### config.mk
export PLATFORM = sky130hd
export DESIGN_NAME = hardware_loop_register_count
export DESIGN_NICKNAME = d
export VERILOG_FILES = /design/src/hdl/hw_loop_pkg.sv /design/src/hdl/hardware_loop_register_count.sv
export SDC_FILE = /design/constraint.sdc
export NUM_CORES = 1
export LEC_CHECK = 0
export BUFFER_PORTS_ARGS = -buffer_cell sky130_fd_sc_hd__buf_2
export CAP_MARGIN = 5
export CORE_MARGIN = 2
export CORE_UTILIZATION = 47
export CTS_CLUSTER_DIAMETER = 30
export DETAILED_ROUTE_END_ITERATION = 7
export PLACE_DENSITY = 0.89
export SLEW_MARGIN = 20
export SYNTH_ARGS = -nofsm -noshare
export SYNTH_HDL_FRONTEND = slang
export SYNTH_SLANG_ARGS = --single-unit
### constraint.sdc
create_clock -name ref_clk -period 2.7 [get_ports ref_clk]
set_input_delay 0.135 -clock ref_clk [delete_from_list [all_inputs] [get_ports ref_clk]]
set_output_delay 0.135 -clock ref_clk [all_outputs]
set_load 0.02 [all_outputs]
### src/hdl/hw_loop_pkg.sv
// package: constants and carriers for the hardware loop sequencer
package hw_loop_pkg;

    // ----------------------------------------
    // widths
    // ----------------------------------------
    localparam int ADDR_W = 24;
    localparam int DATA_W = 16;
    localparam int NEST_W = 3;

    // ----------------------------------------
    // register offsets
    // ----------------------------------------
    localparam logic [3:0] OFS_COUNT       = 4'h0;
    localparam logic [3:0] OFS_START       = 4'h1;
    localparam logic [3:0] OFS_END         = 4'h2;
    localparam logic [3:0] OFS_CORE_CTRL   = 4'h3;
    localparam logic [3:0] OFS_STATUS      = 4'h4;
    localparam logic [3:0] OFS_SHADOW_CNT  = 4'h5;
    localparam logic [3:0] OFS_SHADOW_STRT = 4'h6;
    localparam logic [3:0] OFS_SHADOW_END  = 4'h7;

    // ----------------------------------------
    // fields and reset values
    // ----------------------------------------
    localparam int NEST_LSB   = 8;
    localparam int NEST_MSB   = 10;
    localparam int ACTIVE_BIT = 7;
    localparam logic [ADDR_W-1:0] ADDR_RESET  = 24'hFF_FFFF;
    localparam logic [DATA_W-1:0] COUNT_RESET = 16'h0000;
    localparam logic [DATA_W-1:0] CTRL_RESET  = 16'h0000;
    localparam logic [ADDR_W-1:0] PC_STEP     = 24'h00_0004;
    localparam logic [ADDR_W-1:0] WORD_STEP   = 24'h00_0002;

    // ----------------------------------------
    // carriers
    // ----------------------------------------
    typedef struct packed {
        logic                    valid;
        logic [ADDR_W-1:0]       pc;
        logic [3:0]              src_sel;
        logic signed [15:0]      signed_end_offset;
    } loop_cmd_type;

    typedef struct packed {
        logic [DATA_W-1:0] count;
        logic [ADDR_W-1:0] start_addr;
        logic [ADDR_W-1:0] end_addr;
    } loop_frame_type;

endpackage

### src/hdl/hardware_loop_register_count.sv
// module: register-count hardware loop sequencer
`timescale 1ns/10ps
module hardware_loop_register_count #(
    parameter int ADDR_W = hw_loop_pkg::ADDR_W,
    parameter int DATA_W = hw_loop_pkg::DATA_W
) (
    input  wire logic                      ref_clk,
    input  wire logic                      reset,
    // instruction issue
    input  wire hw_loop_pkg::loop_cmd_type loop_cmd,
    input  wire logic [DATA_W*16-1:0]      working_regs,
    // fetch side
    input  wire logic                      fetch_valid,
    input  wire logic [ADDR_W-1:0]         fetch_pc,
    output logic                           redirect_valid,
    output logic [ADDR_W-1:0]              redirect_pc,
    output logic                           setup_busy,
    // status
    output logic                           loop_active_flag,
    output logic [2:0]                     loop_nest_level,
    // register port
    input  wire logic [3:0]                reg_addr,
    input  wire logic [DATA_W-1:0]         reg_wdata,
    input  wire logic                      reg_write,
    input  wire logic                      reg_read,
    output logic [ADDR_W-1:0]              reg_rdata
);

    // ----------------------------------------
    // constants
    // ----------------------------------------
    localparam int                  NEST_W_C  = hw_loop_pkg::NEST_W;
    localparam int                  NEST_LSB  = hw_loop_pkg::NEST_LSB;
    localparam int                  NEST_MSB  = hw_loop_pkg::NEST_MSB;
    localparam logic [NEST_W_C-1:0] NEST_ONE  = 3'h1;
    localparam logic [NEST_W_C-1:0] NEST_ZERO = 3'h0;

    // ----------------------------------------
    // state
    // ----------------------------------------
    typedef enum logic [1:0] {IDLE, SETUP2} setup_state_type;

    setup_state_type             setup_reg;
    logic [DATA_W-1:0]           loop_count_reg;
    logic [ADDR_W-1:0]           loop_start_addr_reg;
    logic [ADDR_W-1:0]           loop_end_addr_reg;
    hw_loop_pkg::loop_frame_type shadow_reg;
    logic [DATA_W-1:0]           core_control_reg;
    logic                        active_reg;

    // ----------------------------------------
    // address math
    // ----------------------------------------
    // first body word sits right after the two-word instruction
    function automatic logic [ADDR_W-1:0] start_addr_calc(
        input logic [ADDR_W-1:0] pc
    );
        start_addr_calc = pc + ADDR_W'(hw_loop_pkg::PC_STEP);
    endfunction

    // offset counts words, so it is doubled into a byte address
    function automatic logic [ADDR_W-1:0] end_addr_calc(
        input logic [ADDR_W-1:0]  pc,
        input logic signed [15:0] ofs
    );
        logic [ADDR_W-1:0] adv;
        logic [ADDR_W-1:0] ext;
        adv           = start_addr_calc(pc);
        ext           = ADDR_W'(signed'(ofs));
        end_addr_calc = adv + (ext << 1);
    endfunction

    // ----------------------------------------
    // nest and select
    // ----------------------------------------
    // nest level steps by one; wraps silently past seven
    function automatic logic [NEST_W_C-1:0] nest_step(
        input logic [NEST_W_C-1:0] level,
        input logic                up
    );
        if (up) begin
            nest_step = level + NEST_ONE;
        end else begin
            nest_step = level - NEST_ONE;
        end
    endfunction

    // count source is one slice of the register file
    function automatic logic [DATA_W-1:0] pick_reg(
        input logic [DATA_W*16-1:0] regs,
        input logic [3:0]           sel
    );
        pick_reg = regs[sel*DATA_W +: DATA_W];
    endfunction

    // ----------------------------------------
    // read decode
    // ----------------------------------------
    // unused offsets read as zero
    function automatic logic [ADDR_W-1:0] read_mux(
        input logic [3:0] addr
    );
        unique case (addr)
            hw_loop_pkg::OFS_COUNT:       read_mux = ADDR_W'(loop_count_reg);
            hw_loop_pkg::OFS_START:       read_mux = loop_start_addr_reg;
            hw_loop_pkg::OFS_END:         read_mux = loop_end_addr_reg;
            hw_loop_pkg::OFS_CORE_CTRL:   read_mux = ADDR_W'(core_control_reg);
            hw_loop_pkg::OFS_STATUS:      read_mux = ADDR_W'(active_reg) << hw_loop_pkg::ACTIVE_BIT;
            hw_loop_pkg::OFS_SHADOW_CNT:  read_mux = ADDR_W'(shadow_reg.count);
            hw_loop_pkg::OFS_SHADOW_STRT: read_mux = shadow_reg.start_addr;
            hw_loop_pkg::OFS_SHADOW_END:  read_mux = shadow_reg.end_addr;
            default:                      read_mux = '0;
        endcase
    endfunction

    // ----------------------------------------
    // event decode
    // ----------------------------------------
    logic                start_event;
    logic                at_end;
    logic                last_iter;
    logic                sw_write;
    logic [NEST_W_C-1:0] nest_now;
    logic [NEST_W_C-1:0] nest_up;
    logic [NEST_W_C-1:0] nest_down;

    assign nest_now    = core_control_reg[NEST_MSB:NEST_LSB];
    assign nest_up     = nest_step(nest_now, 1'b1);
    assign nest_down   = nest_step(nest_now, 1'b0);
    // second setup cycle refuses a new command
    assign start_event = loop_cmd.valid && (setup_reg == IDLE);
    assign at_end      = active_reg && fetch_valid && (fetch_pc == loop_end_addr_reg);
    assign last_iter   = at_end && (loop_count_reg == hw_loop_pkg::COUNT_RESET);
    // loop events win over a software write in the same cycle
    assign sw_write    = reg_write && !start_event && !at_end;

    // ----------------------------------------
    // setup sequencer
    // ----------------------------------------
    // two cycles; fetch held off during the second
    always_ff @(posedge ref_clk) begin
        if (reset) begin
            setup_reg <= IDLE;
        end else begin
            unique case (setup_reg)
                IDLE: begin
                    if (loop_cmd.valid) begin
                        setup_reg <= SETUP2;
                    end
                end
                SETUP2: begin
                    setup_reg <= IDLE;
                end
            endcase
        end
    end

    // ----------------------------------------
    // setup busy
    // ----------------------------------------
    always_ff @(posedge ref_clk) begin
        if (reset) begin
            setup_busy <= 1'b0;
        end else begin
            setup_busy <= start_event;
        end
    end

    // ----------------------------------------
    // loop count
    // ----------------------------------------
    always_ff @(posedge ref_clk) begin
        if (reset) begin
            loop_count_reg <= hw_loop_pkg::COUNT_RESET;
        end else if (start_event) begin
            loop_count_reg <= pick_reg(working_regs, loop_cmd.src_sel);
        end else if (last_iter) begin
            loop_count_reg <= shadow_reg.count;
        end else if (at_end) begin
            loop_count_reg <= loop_count_reg - 16'h0001;
        end else if (sw_write && (reg_addr == hw_loop_pkg::OFS_COUNT)) begin
            // software save/restore for deeper nesting
            loop_count_reg <= reg_wdata;
        end
    end

    // ----------------------------------------
    // loop start address
    // ----------------------------------------
    always_ff @(posedge ref_clk) begin
        if (reset) begin
            loop_start_addr_reg <= hw_loop_pkg::ADDR_RESET;
        end else if (start_event) begin
            loop_start_addr_reg <= start_addr_calc(loop_cmd.pc);
        end else if (last_iter) begin
            loop_start_addr_reg <= shadow_reg.start_addr;
        end
    end

    // ----------------------------------------
    // loop end address
    // ----------------------------------------
    always_ff @(posedge ref_clk) begin
        if (reset) begin
            loop_end_addr_reg <= hw_loop_pkg::ADDR_RESET;
        end else if (start_event) begin
            loop_end_addr_reg <= end_addr_calc(loop_cmd.pc, loop_cmd.signed_end_offset);
        end else if (last_iter) begin
            loop_end_addr_reg <= shadow_reg.end_addr;
        end
    end

    // ----------------------------------------
    // shadows
    // ----------------------------------------
    // only one shadow level: a third level overwrites it, software must save
    always_ff @(posedge ref_clk) begin
        if (reset) begin
            shadow_reg.count      <= hw_loop_pkg::COUNT_RESET;
            shadow_reg.start_addr <= hw_loop_pkg::ADDR_RESET;
            shadow_reg.end_addr   <= hw_loop_pkg::ADDR_RESET;
        end else if (start_event) begin
            // old values are taken while the new ones load at the same edge
            shadow_reg.count      <= loop_count_reg;
            shadow_reg.start_addr <= loop_start_addr_reg;
            shadow_reg.end_addr   <= loop_end_addr_reg;
        end
    end

    // ----------------------------------------
    // nest level
    // ----------------------------------------
    always_ff @(posedge ref_clk) begin
        if (reset) begin
            core_control_reg <= hw_loop_pkg::CTRL_RESET;
        end else if (start_event) begin
            core_control_reg[NEST_MSB:NEST_LSB] <= nest_up;
        end else if (last_iter) begin
            core_control_reg[NEST_MSB:NEST_LSB] <= nest_down;
        end else if (sw_write && (reg_addr == hw_loop_pkg::OFS_CORE_CTRL)) begin
            core_control_reg <= reg_wdata;
        end
    end

    // ----------------------------------------
    // loop active
    // ----------------------------------------
    // stays set while an outer loop still runs after an inner exit
    always_ff @(posedge ref_clk) begin
        if (reset) begin
            active_reg <= 1'b0;
        end else if (start_event) begin
            active_reg <= 1'b1;
        end else if (last_iter) begin
            active_reg <= (nest_down != NEST_ZERO);
        end
    end

    // ----------------------------------------
    // branch back
    // ----------------------------------------
    always_ff @(posedge ref_clk) begin
        if (reset) begin
            redirect_valid <= 1'b0;
        end else begin
            redirect_valid <= at_end && !last_iter;
        end
    end

    // ----------------------------------------
    // branch target
    // ----------------------------------------
    // registered, so the target is the start address seen now
    always_ff @(posedge ref_clk) begin
        if (reset) begin
            redirect_pc <= hw_loop_pkg::ADDR_RESET;
        end else begin
            redirect_pc <= loop_start_addr_reg;
        end
    end

    // ----------------------------------------
    // active flag out
    // ----------------------------------------
    always_ff @(posedge ref_clk) begin
        if (reset) begin
            loop_active_flag <= 1'b0;
        end else begin
            loop_active_flag <= active_reg;
        end
    end

    // ----------------------------------------
    // nest level out
    // ----------------------------------------
    always_ff @(posedge ref_clk) begin
        if (reset) begin
            loop_nest_level <= NEST_ZERO;
        end else begin
            loop_nest_level <= nest_now;
        end
    end

    // ----------------------------------------
    // register read port
    // ----------------------------------------
    // data stand one cycle only, zero otherwise
    always_ff @(posedge ref_clk) begin
        if (reset) begin
            reg_rdata <= '0;
        end else if (reg_read) begin
            reg_rdata <= read_mux(reg_addr);
        end else begin
            reg_rdata <= '0;
        end
    end

endmodule

=== Word level (Yosys, flattened, before mapping) ===
Index checks and enable logic that the tools add are counted.

* Register bits after elaboration: 201
* Bits in latches: 0
* Bits in writable memories: 0
* ROM bits: 0
* Bits of input ports: 350
* Output and inout bits: 54
* Logic and storage cells: 72
* Memories kept: 0

* Add/sub/neg operators: 5
* Multipliers: 0
* Divide/modulo/power cells: 0
* $lt $le $gt $ge: 0
* Equal/unequal tests: 10
* Shift operators: 1
* Mux-type cells: 16
* Bitwise operators: 3
* Reduce and logical (&&, ||, !) cells: 21

{| class="wikitable"
|+ Operators by type and width
! operator !! count
|-
| $shiftx 256x9->16 || 1
|-
| $pmux 24 s8 || 1
|-
| $mux 24 || 4
|-
| $mux 16 || 4
|-
| $add 24x24->24 || 1
|-
| $add 24x3->24 const B || 1
|-
| $eq 24x24->1 || 1
|-
| $eq 4x3->1 const B || 4
|-
| $logic_not 16->1 || 1
|-
| $sub 16x1->16 const B || 1
|-
| $mux 11 || 1
|-
| $logic_and 1x1->1 || 9
|-
| $eq 4x2->1 const B || 2
|-
| $mux 3 || 2
|-
| $reduce_bool 3->1 || 2
|-
| $eq 4x1->1 const B || 1
|-
| $logic_not 4->1 || 1
|-
| $pmux 2 s2 || 1
|-
| $reduce_bool 4->1 || 1
|-
| $add 3x1->3 const B || 1
|-
| $logic_not 1->1 || 3
|-
| $not 1->1 || 3
|-
| $reduce_and 3->1 || 1
|-
| $sub 3x1->3 const B || 1
|-
| 7 further kinds || 8
|}

=== Logic depth before layout (Yosys ltp) ===
* Depth after elaboration: 10
* Gate-level depth with buffers: 14
* Mapped depth without buffers: 13

=== Least setup slack after synthesis ===
Ideal clock, no wire load.

* Kind: in2reg
* Start point: input loop_cmd[25] (netlist name)
* End point: register loop_end_addr_reg[19]
* Library setup time: 127 ps
* Arrival: 2,875 ps
* Required time: 2,573 ps
* Path slack: -302 ps
* Cell stages on the path: 13
* Path buffers: 1
* Cell sequence: and4_1 > clkbuf_1 > nand2_1 > xnor2_1 > ha_1 > a2111oi_0 > o21ai_0 > a221o_1 > a31oi_1 > o21bai_1 > a211oi_1 > nor3_1 > or3_1

* Cells in the longest elaborated chain, start to end: 3

{| class="wikitable"
|+ Ends and longest elaborated chain
! element !! RTL line !! source
|-
| start: declaration || hardware_loop_register_count.sv:10 || <nowiki>input wire hw_loop_pkg::loop_cmd_type loop_cmd,</nowiki>
|-
| $add 24x3->24 || hardware_loop_register_count.sv:58 || <nowiki>start_addr_calc = pc + ADDR_W'(hw_loop_pkg::PC_STEP);</nowiki>
|-
| $add 24x24->24 || hardware_loop_register_count.sv:70 || <nowiki>end_addr_calc = adv + (ext << 1);</nowiki>
|-
| $mux 24 || hardware_loop_register_count.sv:206 || <nowiki>end else if (start_event) begin</nowiki>
|-
| end signal: assignment || hardware_loop_register_count.sv:205 || <nowiki>loop_end_addr_reg <= hw_loop_pkg::ADDR_RESET;</nowiki>
|-
| end signal: assignment || hardware_loop_register_count.sv:207 || <nowiki>loop_end_addr_reg <= end_addr_calc(loop_cmd.pc, loop_cmd.signed_end_offset);</nowiki>
|-
| end signal: assignment || hardware_loop_register_count.sv:209 || <nowiki>loop_end_addr_reg <= shadow_reg.end_addr;</nowiki>
|-
| end: declaration || hardware_loop_register_count.sv:46 || <nowiki>logic [ADDR_W-1:0] loop_end_addr_reg;</nowiki>
|}

No other way between the ends.
A chain may end at the register's enable or synchronous reset.

=== Worst setup path in the final report ===
* Start point: register loop_end_addr_reg[0]
* End point: register core_control_reg[10]

* Cells in the longest elaborated chain, start to end: 6
* Elaborated cells on any way between the ends: 9
* Those cells by class: 1 x eq/ne; 2 x mux; 6 x reduce/logical

{| class="wikitable"
|+ Ends and longest elaborated chain
! element !! RTL line !! source
|-
| $eq 24x24->1 * || hardware_loop_register_count.sv:132 || <nowiki>assign at_end = active_reg && fetch_valid && (fetch_pc == loop_end_addr_reg);</nowiki>
|-
| $logic_and 1x1->1 * || hardware_loop_register_count.sv:132 ||
|-
| $logic_not 1->1 || hardware_loop_register_count.sv:135 || <nowiki>assign sw_write = reg_write && !start_event && !at_end;</nowiki>
|-
| $logic_and 1x1->1 || hardware_loop_register_count.sv:135 ||
|-
| $logic_and 1x1->1 || hardware_loop_register_count.sv:240 || <nowiki>end else if (sw_write && (reg_addr == hw_loop_pkg::OFS_CORE_CTRL)) begin</nowiki>
|-
| $reduce_bool 3->1 (no line) || - ||
|-
| end signal: indexed assignment || hardware_loop_register_count.sv:237 || <nowiki>core_control_reg[NEST_MSB:NEST_LSB] <= nest_up;</nowiki>
|-
| end signal: indexed assignment || hardware_loop_register_count.sv:239 || <nowiki>core_control_reg[NEST_MSB:NEST_LSB] <= nest_down;</nowiki>
|-
| end signal: assignment || hardware_loop_register_count.sv:241 || <nowiki>core_control_reg <= reg_wdata;</nowiki>
|-
| end: declaration || hardware_loop_register_count.sv:48 || <nowiki>logic [DATA_W-1:0] core_control_reg;</nowiki>
|}

Every way passes the cells marked *; elsewhere a longest branch is shown, timed or not.

==> tab_implementation.tex <==
\begin{tabular}{lr}
\hline
Metric & Value \\
\hline
\multicolumn{2}{l}{\textbf{CTS}} \\
Count of H-tree levels built during CTS & 4 \\
Worst-Skew Late Latency & 0.45 ns \\
Number of CTS-inserted buffers & 17 \\
Clock root buffer master & clkbuf\_16 \\
CTS sink count & 200 \\
Clock tree from TritonCTS & yes \\
Worst-case clock buffer depth & 2 \\
Clock transition at path regs & 0.07 ns \\
\multicolumn{2}{l}{\textbf{Global routing}} \\
GR Util All Layers & 0.344 \\
Via count of the first global-routing pass & 13,100 \\
Antenna violations before repair & 2 \\
Maximum number of pins on one net before global-route repair & 88 \\
Total global routing overflow & 0 \\
First-pass GRT wire length & 74,100 um \\
\multicolumn{2}{l}{\textbf{Outcome}} \\
Status & finished, final reports clean \\
\multicolumn{2}{l}{\textbf{Drt}} \\
Detail-routed via count per cell & 6.17 \\
Post-detailed-route wirelength per cell & 22.4 um \\
Number of violations reported at the end of detailed-routing iteration 0 & 1,851 \\
Via total after detailed routing & 13,700 \\
DR pass1 iterations & 6 \\
Final Routed Wirelength & 49,900 um \\
DRC violations left & 0 \\
Number of nets with antenna violations after detailed routing & 0 \\
\multicolumn{2}{l}{\textbf{Synth}} \\
Share of Yosys cell area claimed by the top area cell type & 0.323 \\
Yosys warning total & 0 \\
Syn\_nets & 1,801 \\
Cell taking the most area after synthesis & dfxtp\_1 \\
Synth Instances & 1,414 \\
Main flop type after synthesis & dfxtp\_1 \\
Mapped Area & 0.0124 sq mm \\
Largest cells by area after synthesis & dfxtp\_1 32\%, mux4\_2 15\%, nand2\_1 9.4\% \\
Async set or reset register ratio after synthesis & 0 \\
Sequential cell area fraction in the yosys report & 0.323 \\
Number of enable-type register cells in the synthesized netlist & 0 \\
Synthesized area per cell & 8.76 sq um \\
Count of distinct cell types in the synthesized netlist & 62 \\
Flip-flop and latch count after synthesis & 200 \\
\multicolumn{2}{l}{\textbf{Die}} \\
Width of the chip & 166 um \\
Count of pins on the block boundary & 404 \\
Die outline area & 0.0277 sq mm \\
Die outline height & 166 um \\
Area of the core & 0.0260 sq mm \\
Initial core utilization & 0.477 \\
Std-Cell Rows & 59 \\
\multicolumn{2}{l}{\textbf{Critical path}} \\
Critical path data arrival time & 3.01 ns \\
Type of the worst setup path & flop to flop \\
Required time reported for the critical path endpoint & 3.07 ns \\
Maximum fanout along the worst path & 4 \\
Startpoint type of the worst setup path & flop \\
Critical path endpoint category & flop \\
\multicolumn{2}{l}{\textbf{Cells and area}} \\
Final standard cell count with taps included and fillers excluded & 2,225 \\
Largest register FFs & 64 \\
Total non-filler cell area in the finished layout & 0.0164 sq mm \\
Share of cells above drive strength 1 & 0.387 \\
Layout area overhead & 32.5\% \\
Final standard cell utilization of the core & 0.632 \\
Number of nets at the end of the flow & 2,263 \\
\multicolumn{2}{l}{\textbf{Power}} \\
Power Density & 494 mW/mm\^{}2 \\
Worst voltage drop across the vdd grid & 0.494 mV \\
Leakage Power & 7.28 nW \\
Power Total & 8.11 mW \\
\multicolumn{2}{l}{\textbf{STA}} \\
Final Hold Fails & 0 \\
Worst-Margin Slew & 0.850 ns \\
Unrepaired setup endpoints after global routing & true \\
Max Fclk & 379 MHz \\
Post-route fraction of the period consumed by the critical path & 0.977 \\
Clock Skew & 0.0110 ns \\
Tightest slew margin relative to the limit & 0.434 \\
Final slew viol count & 0 \\
Final setup fails & 0 \\
Post-layout min period & 2.64 ns \\
Post-Route Hold Slack & 0.0652 ns \\
\multicolumn{2}{l}{\textbf{Place}} \\
DP Cell Count & 2,173 \\
Cell area reported after detailed placement & 0.0156 sq mm \\
IO Port Bufs & 403 \\
Estimated wirelength of the detail-placed design & 39,100 um \\
Global placement routability congestion & 0.995 \\
\multicolumn{2}{l}{\textbf{Job}} \\
Max Cap Violations & 0 \\
\multicolumn{2}{l}{\textbf{Min path}} \\
Hold Crit Class & input port to flop \\
\hline
\end{tabular}
power by group:
group / internal [mW] / switching [mW] / leakage [nW]
sequential: 3.12 / 0.200 / 1.64
clock: 1.32 / 1.28 / 0.285
combinational: 1.08 / 1.10 / 5.36
placed cells by master, fill, tap and decap left out, types with 7 or more instances in the layout:
| master | instances |
|---|---|
| a22oi_1 | 47 |
| mux2i_1 | 18 |
| dfxtp_1 | 200 |
| mux2_2 | 10 |
| nor3_1 | 8 |
| nand3b_1 | 49 |
| a211o_1 | 7 |
| nor2_1 | 65 |
| o21ai_0 | 23 |
| inv_1 | 14 |
| nand2_1 | 308 |
| nand3_1 | 29 |
| a21oi_1 | 80 |
| a22o_1 | 25 |
| buf_4 | 122 |
| a31oi_1 | 46 |
| nand4_1 | 9 |
| mux4_2 | 80 |
| dlygate4sd3_1 | 14 |
| buf_2 | 401 |
| buf_12 | 11 |
| nor4_1 | 8 |
| clkbuf_16 | 18 |
| xnor2_1 | 45 |
| xor2_1 | 25 |
| or2_2 | 46 |
| a21o_1 | 16 |
| o211ai_1 | 7 |
| nand2b_1 | 7 |
| ha_1 | 35 |
| o21ai_1 | 7 |
routing by layer:
metal,vias up,global-route usage,part of all wire
li1,6026,-,-
met1,6560,0.452,0.38
met2,1012,0.553,0.47
met3,134,0.0782,0.11
met4,0,0.134,0.041
met5,-,0,0
synth_stat cells, types with 10 or more instances:
cell      number
a31oi_1       47
nand3_1       29
a21o_1        16
buf_2         11
ha_1          36
a22o_1        25
a22oi_1       47
or2_2         46
mux2i_1       18
nand2_1      310
mux2_2        10
clkbuf_1      74
nor2_1        66
xor2_1        25
inv_1         14
o21ai_0       26
nand3b_1      49
dfxtp_1      200
a21oi_1       80
mux4_2        80
xnor2_1       49
buf_1         20
worst paths after layout:
check | from | endpoint | slack, ns | cells past startpoint
max | loop_end_addr_reg[0] | core_control_reg[10] | 0.06 | 10
min | loop_cmd[20] | loop_start_addr_reg[0] | 0.07 | 4
max reg2reg | loop_end_addr_reg[0] | core_control_reg[10] | 0.06 | 10
min reg2reg | core_control_reg[4] | core_control_reg[4] | 0.46 | 2
worst max-delay path, cell delays in order, from the launching register on:
cell     delay, ns
dfxtp_1       0.37
xnor2_2       0.25
nand2_1       0.08
or3b_2        0.50
nor4_4        0.28
buf_4         0.21
buf_4         0.12
nor3_1        0.07
nor3_1        0.34
o21ai_0       0.19
a21oi_1       0.16
through the flow:
stage	setup slack [ns]	TNS (ns)
floorplan	-0.112	-0.112
global placement	-0.306	-2.04
detailed placement	-0.426	-4.21
CTS	0.0212	0
global route	-0.0746	-0.0841
finish	0.0621	0
layout make-up:
type,instances,area [sq um]
Timing Repair Buffer,551,3330
Antenna cell,1,2.50
Tap cell,335,419
Multi-Input combinational cell,1092,8030
Fill cell,2126,9570
Sequential cell,200,4000
Clock inverter,14,153
Inverter,14,52.6
Clock buffer,18,429
cells by family after synthesis:
logic type	synth area share
adders and majority gates	0.0380
AOI/OAI and AO/OA	0.154
DFF	0.323
muxes	0.169
and+or+nand+nor	0.223
buffers and inverters	0.0402
xor gates and xnor gates	0.0523
what timing repair did:
action | in CTS | in global routing
setup endpoints to repair | 23 | 68
endpoints found under the hold margin | 14 | 0
cloned | 0 | 2
setup buffers | 1 | 2
hold buffers | 14 | 0
resized for setup | 0 | 17
pin swaps | 1 | 5
Note: power is estimated with default switching activity, not from simulation.
